`src/pkg/pmc_defs.vh`:
```
`ifndef PMC_DEFS_VH
`define PMC_DEFS_VH

// axi4-lite register byte offsets
`define PMC_ADDR_W 8
`define PMC_REG_CTRL 8'h00
`define PMC_REG_STOPSET 8'h04
`define PMC_REG_STATUS 8'h08
`define PMC_REG_EVENT 8'h0c

// control register fields
`define PMC_CTRL_SEL_EN 0
`define PMC_CTRL_HOST_MANUAL_MODE 1
`define PMC_CTRL_UNIT_LARGE 2
`define PMC_CTRL_RESET 32'h0000_0000

// stop behaviour setting field
`define PMC_STOPSET_W 3
`define PMC_STOPSET_RESET 3'h0

// status register fields
`define PMC_ST_MANUAL 0
`define PMC_ST_START 1
`define PMC_ST_STOP 2
`define PMC_ST_ZRN 3
`define PMC_ST_HOLD 4
`define PMC_ST_JOG_FWD 5
`define PMC_ST_JOG_REV 6
`define PMC_ST_PROG_RUN 7

// event register write bits (one-shot)
`define PMC_EV_CLR_STOP 0

// axi responses
`define PMC_RESP_OKAY 2'h0
`define PMC_RESP_SLVERR 2'h2

// jog hold time before continuous pulses
`define PMC_JOG_HOLD_NS 100000000
`define PMC_CLK_PERIOD_NS 4

`endif

```
`src/hdl/pmc_mode_cmd.v`:
```
`timescale 1ns/1ps
`include "pmc_defs.vh"
// How it works
// - front switch in manual forces manual mode, ignoring host flags and input.
// - manual mode halts positioning and subtask program execution.
// - auto-to-manual mid-run finishes current move, then holds at program end.
// - select enable set, host request clear: mode input high manual, low auto.
// - switch auto, both flags clear: automatic mode.
// - switch auto, host manual request set: manual mode regardless.
// - priority: switch manual, then host request, then enabled mode input.
// - start in ready auto latches start; stop, pause or finish code clears.
// - stop input rising edge sets stop command and halts operation.
// - stop beats start and both jogs when active together.
// - stop behaviour chosen by a 0 to 7 setting.
// - zero-return edge latches homing; cleared by homing done or stop.
// - forward jog gives one step, then continuous after 0.1 s held.
// - reverse jog gives one step, then continuous after 0.1 s held.
module pmc_mode_cmd #(
    parameter JOG_HOLD_CYCLES = `PMC_JOG_HOLD_NS / `PMC_CLK_PERIOD_NS
) (
    // clock and reset
    input wire sys_clk,
    input wire reset,
    input wire clk_en,
    // operator side
    input wire switch_manual,
    input wire start_in,
    input wire stop_in,
    input wire zero_return_request,
    input wire jog_forward,
    input wire jog_reverse,
    input wire mode_input_small_unit,
    input wire mode_input_large_unit,
    // pulse generator side
    input wire move_busy,
    input wire homing_done,
    input wire at_program_end,
    input wire program_pause_code,
    input wire program_finish_code,
    // command outputs
    output reg manual_mode,
    output reg program_run,
    output reg start_cmd,
    output reg stop_cmd,
    output reg zero_return_cmd,
    output reg jog_fwd_step,
    output reg jog_rev_step,
    output reg jog_fwd_cont,
    output reg jog_rev_cont,
    output reg [`PMC_STOPSET_W-1:0] stop_behaviour_setting,
    // axi4-lite slave
    input wire [`PMC_ADDR_W-1:0] s_axi_awaddr,
    input wire s_axi_awvalid,
    output wire s_axi_awready,
    input wire [31:0] s_axi_wdata,
    input wire [3:0] s_axi_wstrb,
    input wire s_axi_wvalid,
    output wire s_axi_wready,
    output reg [1:0] s_axi_bresp,
    output reg s_axi_bvalid,
    input wire s_axi_bready,
    input wire [`PMC_ADDR_W-1:0] s_axi_araddr,
    input wire s_axi_arvalid,
    output wire s_axi_arready,
    output reg [31:0] s_axi_rdata,
    output reg [1:0] s_axi_rresp,
    output reg s_axi_rvalid,
    input wire s_axi_rready
);
    localparam NIN = 8;

    wire [NIN-1:0] raw_in;
    wire [NIN-1:0] syn;
    wire [NIN-1:0] rise;
    reg [31:0] ctrl_r;
    reg aw_held_r;
    reg w_held_r;
    reg [`PMC_ADDR_W-1:0] awaddr_r;
    reg [31:0] wdata_r;
    reg [3:0] wstrb_r;
    reg hold_r;
    reg clr_stop_r;
    reg mode_nxt;
    reg [1:0] warm_r;
    wire sw_man;
    wire st_in;
    wire sp_in;
    wire zr_in;
    wire jf_in;
    wire jr_in;
    wire sel_in;
    wire sel_en;
    wire host_man;
    wire wr_go;
    wire stop_edge;
    wire auto_ready;
    wire fwd_step;
    wire rev_step;
    wire fwd_cont;
    wire rev_cont;
    wire [31:0] status_w;

    assign raw_in = {mode_input_large_unit, mode_input_small_unit, jog_reverse, jog_forward,
                     zero_return_request, stop_in, start_in, switch_manual};

    // every operator input crosses two flops before use
    pmc_sync #(
        .W(NIN)
    ) u_sync (
        .sys_clk(sys_clk),
        .reset(reset),
        .clk_en(clk_en),
        .async_in(raw_in),
        .sync_out(syn),
        .rise_out(rise)
    );

    assign sw_man = syn[0];
    assign st_in = syn[1];
    assign sp_in = syn[2];
    assign zr_in = syn[3];
    assign jf_in = syn[4];
    assign jr_in = syn[5];
    assign sel_en = ctrl_r[`PMC_CTRL_SEL_EN];
    assign host_man = ctrl_r[`PMC_CTRL_HOST_MANUAL_MODE];
    assign sel_in = ctrl_r[`PMC_CTRL_UNIT_LARGE] ? syn[7] : syn[6];
    assign stop_edge = rise[2];

    // fixed priority mode resolution; stays manual until the synchroniser holds real pin levels,
    // otherwise its zero reset state would read as the switch in auto for two cycles
    always @* begin
        if (sw_man || !warm_r[1]) begin
            mode_nxt = 1'b1;
        end else if (host_man) begin
            mode_nxt = 1'b1;
        end else if (sel_en) begin
            mode_nxt = sel_in;
        end else begin
            mode_nxt = 1'b0;
        end
    end

    // start needs automatic, idle and no stop present
    assign auto_ready = ~manual_mode & ~hold_r & ~stop_cmd & ~move_busy;

    // jogs are manual-only and blocked while stop is held
    pmc_jog #(
        .HOLD_CYCLES(JOG_HOLD_CYCLES)
    ) u_jog_fwd (
        .sys_clk(sys_clk),
        .reset(reset),
        .clk_en(clk_en),
        .jog_in(jf_in),
        .jog_rise(rise[4]),
        .allow(manual_mode & ~sp_in & ~jr_in),
        .step_pulse_r(fwd_step),
        .continuous_r(fwd_cont)
    );

    pmc_jog #(
        .HOLD_CYCLES(JOG_HOLD_CYCLES)
    ) u_jog_rev (
        .sys_clk(sys_clk),
        .reset(reset),
        .clk_en(clk_en),
        .jog_in(jr_in),
        .jog_rise(rise[5]),
        .allow(manual_mode & ~sp_in & ~jf_in),
        .step_pulse_r(rev_step),
        .continuous_r(rev_cont)
    );

    // mode and command state
    always @(posedge sys_clk or posedge reset) begin
        if (reset) begin
            manual_mode <= 1'b1;
            warm_r <= 2'h0;
            program_run <= 1'b0;
            hold_r <= 1'b0;
            start_cmd <= 1'b0;
            stop_cmd <= 1'b0;
            zero_return_cmd <= 1'b0;
            jog_fwd_step <= 1'b0;
            jog_rev_step <= 1'b0;
            jog_fwd_cont <= 1'b0;
            jog_rev_cont <= 1'b0;
        end else if (clk_en) begin
            warm_r <= {warm_r[0], 1'b1};
            // going manual mid-move: finish the move, park at program end
            if (mode_nxt && !manual_mode && (start_cmd || move_busy)) begin
                hold_r <= 1'b1;
            end else if (hold_r && !move_busy && at_program_end) begin
                hold_r <= 1'b0;
            end
            if (hold_r && !move_busy && at_program_end) begin
                manual_mode <= mode_nxt;
            end else if (!hold_r && !(mode_nxt && !manual_mode && (start_cmd || move_busy))) begin
                manual_mode <= mode_nxt;
            end
            program_run <= start_cmd & ~manual_mode & ~hold_r;
            // stop edge sets, software clear loses to a new edge
            if (stop_edge) begin
                stop_cmd <= 1'b1;
            end else if (clr_stop_r) begin
                stop_cmd <= 1'b0;
            end
            if (stop_edge || sp_in || program_pause_code || program_finish_code) begin
                start_cmd <= 1'b0;
            end else if (st_in && auto_ready) begin
                start_cmd <= 1'b1;
            end
            if (stop_edge || homing_done) begin
                zero_return_cmd <= 1'b0;
            end else if (rise[3] && !stop_cmd) begin
                zero_return_cmd <= 1'b1;
            end
            jog_fwd_step <= fwd_step;
            jog_rev_step <= rev_step;
            jog_fwd_cont <= fwd_cont;
            jog_rev_cont <= rev_cont;
        end
    end

    assign status_w = {24'h00_0000, program_run, jog_rev_cont, jog_fwd_cont, hold_r,
                       zero_return_cmd, stop_cmd, start_cmd, manual_mode};

    // axi4-lite write: address and data taken in either order
    assign s_axi_awready = ~aw_held_r & ~s_axi_bvalid;
    assign s_axi_wready = ~w_held_r & ~s_axi_bvalid;
    assign s_axi_arready = ~s_axi_rvalid;
    assign wr_go = aw_held_r & w_held_r;

    always @(posedge sys_clk or posedge reset) begin
        if (reset) begin
            aw_held_r <= 1'b0;
            w_held_r <= 1'b0;
            awaddr_r <= 8'h00;
            wdata_r <= 32'h0000_0000;
            wstrb_r <= 4'h0;
            s_axi_bvalid <= 1'b0;
            s_axi_bresp <= `PMC_RESP_OKAY;
            ctrl_r <= `PMC_CTRL_RESET;
            stop_behaviour_setting <= `PMC_STOPSET_RESET;
            clr_stop_r <= 1'b0;
        end else if (clk_en) begin
            clr_stop_r <= 1'b0;
            if (s_axi_awvalid && s_axi_awready) begin
                aw_held_r <= 1'b1;
                awaddr_r <= s_axi_awaddr;
            end
            if (s_axi_wvalid && s_axi_wready) begin
                w_held_r <= 1'b1;
                wdata_r <= s_axi_wdata;
                wstrb_r <= s_axi_wstrb;
            end
            if (wr_go) begin
                aw_held_r <= 1'b0;
                w_held_r <= 1'b0;
                s_axi_bvalid <= 1'b1;
                s_axi_bresp <= `PMC_RESP_OKAY;
                if (awaddr_r == `PMC_REG_CTRL) begin
                    if (wstrb_r[0]) begin
                        ctrl_r[7:0] <= {5'h00, wdata_r[2:0]};
                    end
                end else if (awaddr_r == `PMC_REG_STOPSET) begin
                    if (wstrb_r[0]) begin
                        stop_behaviour_setting <= wdata_r[`PMC_STOPSET_W-1:0];
                    end
                end else if (awaddr_r == `PMC_REG_EVENT) begin
                    if (wstrb_r[0]) begin
                        clr_stop_r <= wdata_r[`PMC_EV_CLR_STOP];
                    end
                end else if (awaddr_r == `PMC_REG_STATUS) begin
                    s_axi_bresp <= `PMC_RESP_OKAY; // read-only, write ignored
                end else begin
                    s_axi_bresp <= `PMC_RESP_SLVERR;
                end
            end else if (s_axi_bvalid && s_axi_bready) begin
                s_axi_bvalid <= 1'b0;
            end
        end
    end

    // axi4-lite read, one cycle after the address is taken
    always @(posedge sys_clk or posedge reset) begin
        if (reset) begin
            s_axi_rvalid <= 1'b0;
            s_axi_rdata <= 32'h0000_0000;
            s_axi_rresp <= `PMC_RESP_OKAY;
        end else if (clk_en) begin
            if (s_axi_arvalid && s_axi_arready) begin
                s_axi_rvalid <= 1'b1;
                s_axi_rresp <= `PMC_RESP_OKAY;
                if (s_axi_araddr == `PMC_REG_CTRL) begin
                    s_axi_rdata <= {24'h00_0000, ctrl_r[7:0]};
                end else if (s_axi_araddr == `PMC_REG_STOPSET) begin
                    s_axi_rdata <= {29'h0000_0000, stop_behaviour_setting};
                end else if (s_axi_araddr == `PMC_REG_STATUS) begin
                    s_axi_rdata <= status_w;
                end else if (s_axi_araddr == `PMC_REG_EVENT) begin
                    s_axi_rdata <= 32'h0000_0000;
                end else begin
                    s_axi_rdata <= 32'h0000_0000;
                    s_axi_rresp <= `PMC_RESP_SLVERR;
                end
            end else if (s_axi_rvalid && s_axi_rready) begin
                s_axi_rvalid <= 1'b0;
            end
        end
    end
endmodule // pmc_mode_cmd

```
`src/hdl/pmc_sync.v`:
```
`timescale 1ns/1ps
// two-flop synchroniser per bit plus registered copy for edge detection
module pmc_sync #(
    parameter W = 1
) (
    // clock
    input wire sys_clk,
    input wire reset,
    input wire clk_en,
    // data
    input wire [W-1:0] async_in,
    output wire [W-1:0] sync_out,
    output wire [W-1:0] rise_out
);
    reg [W-1:0] meta_r;
    reg [W-1:0] sync_r;
    reg [W-1:0] prev_r;

    // only sync_r reads meta_r, edge detect looks at sync_r and prev_r
    always @(posedge sys_clk or posedge reset) begin
        if (reset) begin
            meta_r <= {W{1'b0}};
            sync_r <= {W{1'b0}};
            prev_r <= {W{1'b0}};
        end else if (clk_en) begin
            meta_r <= async_in;
            sync_r <= meta_r;
            prev_r <= sync_r;
        end
    end

    assign sync_out = sync_r;
    assign rise_out = sync_r & ~prev_r;
endmodule // pmc_sync

```
`src/hdl/pmc_jog.v`:
```
`timescale 1ns/1ps
`include "pmc_defs.vh"
// jog: one step on turn-on, continuous after the hold time
module pmc_jog #(
    parameter HOLD_CYCLES = 25000000
) (
    // clock
    input wire sys_clk,
    input wire reset,
    input wire clk_en,
    // control
    input wire jog_in,
    input wire jog_rise,
    input wire allow,
    // outputs
    output reg step_pulse_r,
    output reg continuous_r
);
    reg [31:0] hold_cnt_r;

    // count while held; blocking clears the count, which restarts from zero once allowed while still held
    always @(posedge sys_clk or posedge reset) begin
        if (reset) begin
            hold_cnt_r <= 32'h0000_0000;
            step_pulse_r <= 1'b0;
            continuous_r <= 1'b0;
        end else if (clk_en) begin
            step_pulse_r <= allow & jog_rise;
            if (!allow || !jog_in) begin
                hold_cnt_r <= 32'h0000_0000;
                continuous_r <= 1'b0;
            end else if (hold_cnt_r >= HOLD_CYCLES - 1) begin
                continuous_r <= 1'b1;
            end else begin
                hold_cnt_r <= hold_cnt_r + 32'h0000_0001;
            end
        end
    end
endmodule // pmc_jog

```
`config.mk`:
```
export PLATFORM = sky130hd
export DESIGN_NAME = pmc_mode_cmd
export DESIGN_NICKNAME = d
export VERILOG_FILES = /design/src/hdl/pmc_mode_cmd.v /design/src/hdl/pmc_sync.v /design/src/hdl/pmc_jog.v
export VERILOG_INCLUDE_DIRS = /design/src /design/src/pkg
export SDC_FILE = /design/constraint.sdc
export NUM_CORES = 1
export LEC_CHECK = 0
export ABC_AREA = 1
export BUFFER_PORTS_ARGS = -buffer_cell sky130_fd_sc_hd__buf_2
export CAP_MARGIN = 40
export CELL_PAD_IN_SITES_DETAIL_PLACEMENT = 1
export CELL_PAD_IN_SITES_GLOBAL_PLACEMENT = 1
export CORE_MARGIN = 2
export CORE_UTILIZATION = 41
export DETAILED_ROUTE_END_ITERATION = 8
export PLACE_DENSITY_LB_ADDON = 0.2
export SLEW_MARGIN = 20
export SYNTH_ARGS = -nofsm -noshare
export SYNTH_HDL_FRONTEND = slang
export SYNTH_SLANG_ARGS = --single-unit
```
`constraint.sdc`:
```
create_clock -name sys_clk -period 4.4 [get_ports sys_clk]
set_clock_uncertainty 0.1 [all_clocks]
set_input_delay 0.22 -clock sys_clk [delete_from_list [all_inputs] [get_ports sys_clk]]
set_output_delay 0.22 -clock sys_clk [all_outputs]
set_load 0.005 [all_outputs]
```
==> reports/metrics.yaml <==
synth:
  syn_area_um2: 7202
  yosysMostFrequentCell: "nand2_1"
  ys_seq_area_share_pct: 46.23
  yosysTopAreaCell: "dfrtp_1"
  ys.flop_type: "dfrtp_1"
  synth-edff-count: 0
  ys_seq_elements: 133
  synth_cell_types: 41
  synth_area_leaders: "dfrtp_1 (46%), nand2_1 (16%), nor2_1 (7.5%)"
  yosys-top-cells-count: "nand2_1 (304), nor2_1 (143), dfrtp_1 (132)"
  ys_warn_count: 0
  async_flop_share_pct: 100.0
  avgSynthCellArea_um2: 7.479
  synth_top_area_share_pct: 45.87
  syn_inst: 963
final_layout:
  multi_input_area_um2: 3301
  layout.cells.non_filler: 1286
  regArea_um2: 3329
  fin_nets: 1123
  fillers: 2175
  diodes: 0
  drive_gt1_share_pct: 13.01
  area_delta_synth_final_pct: 18.21
die:
  rows: 48
  core_um2: 17240
  num_io_pins: 126
  die_area_um2: 18640
  die_w_um: 136.5
  die_height_um: 136.5
  start_util_pct: 41.78
placed_design:
  place_inst: 1231
  place_hpwl_mm: 12.59
  numPortBuffers: 67
  routabilityCongestion: 0.7914
grt:
  grt_pass1_vias: 6605
  grt_pass1_wl_mm: 32.11
  grt_usage_pct: 21.77
  gr-total-overflow: 0
  antenna_found_initial: 0
  grt_max_degree: 68
detailed_routing:
  wirelength_mm: 19.21
  drtIter0Drc: 265
  drt-pass1-iter-count: 4
  drc: 0
  avgRoutedWirePerCell_um: 14.94
  wl_met3_um: 498
  ant_nets: 0
  num_vias: 6400
  drt-met1-wl_mm: 8.641
  route.met2.wl_mm: 9.769
  highest_layer: "met4"
  vias_per_cell: 4.977
power_and_ir_drop:
  p_total_mw: 3.515
  power.leakage_nw: 4.134
  powerDensity_nw_per_um2: 412.8
  irDropWorstVdd_mv: 0.2558
worst_setup_path:
  rrSetupSlack_ns: 1.49
  critical_path_arrival_ns: 3.12
  crit_top_cell: "inv_2"
  worstPathRequired_ns: 4.61
  crit_buf_inv: 3
  path_max_fanout: 32
  cpLargestDelayFamily: "simple AND/OR/NAND/NOR gates"
  setup.worst_path.end_class: "register"
  path_cells: "inv_2, nor2_2, nand3_2, inv_2, nor2_1, inv_2, nand2_2, nand2_1, nand2_1"
  cp-start-kind: "register"
  slowest_stage: "dfstp_2"
  critPathMaxStageDelay_ns: 0.56
  crit_type: "reg2reg"
sta:
  setup_viol: 0
  tns_ns: 0
  final_hold_viol_count: 0
  fin_crit_sh_pct: 66.07
  relSlewSlack_pct: 57.31
  slew_viol_final: 0
  tightest_slew_ns: 0.6386
  rsz0062_at_grt: "false"
  max_freq_ghz: 0.3440
  fin_crit_ns: 2.907
worst_hold_path:
  hp-class: "in2reg"
clocking:
  clock-sinks: 133
  cts-root-buf: "clkbuf_16"
  insertion_delay_ns: 0.42
  clk_pin_slew_worst_paths_ns: 0.06
  cts_resized: 0
  cts_hold_buf: 23
  clockBufferDepth: 2
  cts_made_buffers: 17
  htree_levels: 4
  cts_tree: "built"
  postCtsSetupBuffers: 0
status:
  run_status: "finished, final reports clean"
run:
  cap_violations: 0
## cells in the final DEF, fill, tap and decap left out, types with 2 or more instances in the layout
cell type	synthesis	routed
a21o_1	6	6
a21oi_1	16	16
buf_2	7	67
buf_4	31	3
bufinv_16	0	5
clkbuf_1	12	3
clkbuf_16	0	17
clkbuf_8	0	4
clkinvlp_4	0	2
conb_1	1	26
dfrtp_1	132	132
dlygate4sd3_1	0	23
ha_1	2	2
inv_1	81	80
inv_2	4	4
mux2_2	7	7
nand2_1	304	304
nand2_2	3	3
nand3_1	92	92
nand3_2	4	4
nand3_4	2	2
nand3b_1	3	3
nand4_1	8	8
nor2_1	143	143
nor2_2	12	12
nor2_4	2	2
nor3_1	9	9
nor3b_1	2	2
nor4_1	2	2
o21ai_0	34	34
o31ai_1	6	6
or2_0	2	2
xnor2_1	9	9
xor2_1	13	13
## through the flow
| step | utilization, % | setup slack [ns] | area (um2) | hold WS, ns |
|---|---|---|---|---|
| after detailed placement | 44.21 | 1.463 | 7621 | 0.1455 |
| after CTS | 49.39 | 1.452 | 8513 | 0.003778 |
| after global routing | 49.39 | 1.157 | 8513 | 0.01992 |
| after floorplan | - | 0.5273 | 7296 | 0.2324 |
| after global placement | 44.05 | 1.433 | 7594 | 0.3268 |
| final | 49.39 | 1.493 | 8513 | 0.01294 |
## worst min-delay path, stage by stage
cell and delay (ns):
buf_2 0.07, nor3_1 0.04, nor2_1 0.10, a21oi_1 0.05
## metal layers
metal | track usage (%) | vias up
met1 | 27.24 | 3131
met3 | 3.704 | 28
li1 | - | 3153
met2 | 37.89 | 88
met5 | 0 | -
met4 | 7.581 | 0
## cell families (layout without fill, tap and decap cells)
group,Yosys count,in the layout,share of synthesized area [%]
multiplexers,8,8,1.234
flip-flops,133,133,46.23
AND/OR/NAND/NOR,591,591,34.87
XOR/XNOR,22,22,2.676
buffers and inverters,138,211,9.242
adder cells (fa/ha/maj),2,2,0.3474
AO/OA/AOI/OAI,68,68,5.351
other,1,26,0.05207
## flip-flops by register name, indices dropped and copies added, names as in the netlist, 2 cells and up
name / cells
u_sync.sync_out: 8
u_jog_fwd.hold_cnt_r: 32
stop_behaviour_setting: 3
wdata_r: 3
warm_r: 2
ctrl_r: 3
awaddr_r: 8
u_jog_rev.hold_cnt_r: 32
s_axi_rdata: 8
u_sync.meta_r: 8
u_sync.prev_r: 4
## final cells by class
class / instances / area share [%]
tap: 225 / 3.307
inverter: 85 / 3.807
timing repair buffer: 94 / 7.231
multi-input combinational: 717 / 38.77
sequential: 133 / 39.11
clock buffer: 24 / 5.776
clock inverter: 8 / 1.999
## final timing paths
path,cells after the start,end,start
min,4,start_cmd$_DFFE_PP0P_,program_finish_code
max in group asynchronous,5,u_sync.meta_r[3]$_DFFE_PP0P_,reset
min reg2reg,2,warm_r[0]$_DFFE_PP0P_,warm_r[0]$_DFFE_PP0P_
max reg2reg,9,u_jog_fwd.hold_cnt_r[15]$_DFFE_PP0P_,manual_mode$_DFFE_PP1P_
min in group asynchronous,3,u_jog_rev.hold_cnt_r[0]$_DFFE_PP0P_,reset
max,9,u_jog_fwd.hold_cnt_r[15]$_DFFE_PP0P_,manual_mode$_DFFE_PP1P_
## report_power, final
part           internal (mW)  total, mW  switching (mW)
registers               1.36       1.45          0.0938
logic                  0.162      0.451           0.288
clock network           1.07       1.61           0.544
total                   2.59       3.51           0.926
Note: power is estimated with default switching activity, not from simulation.
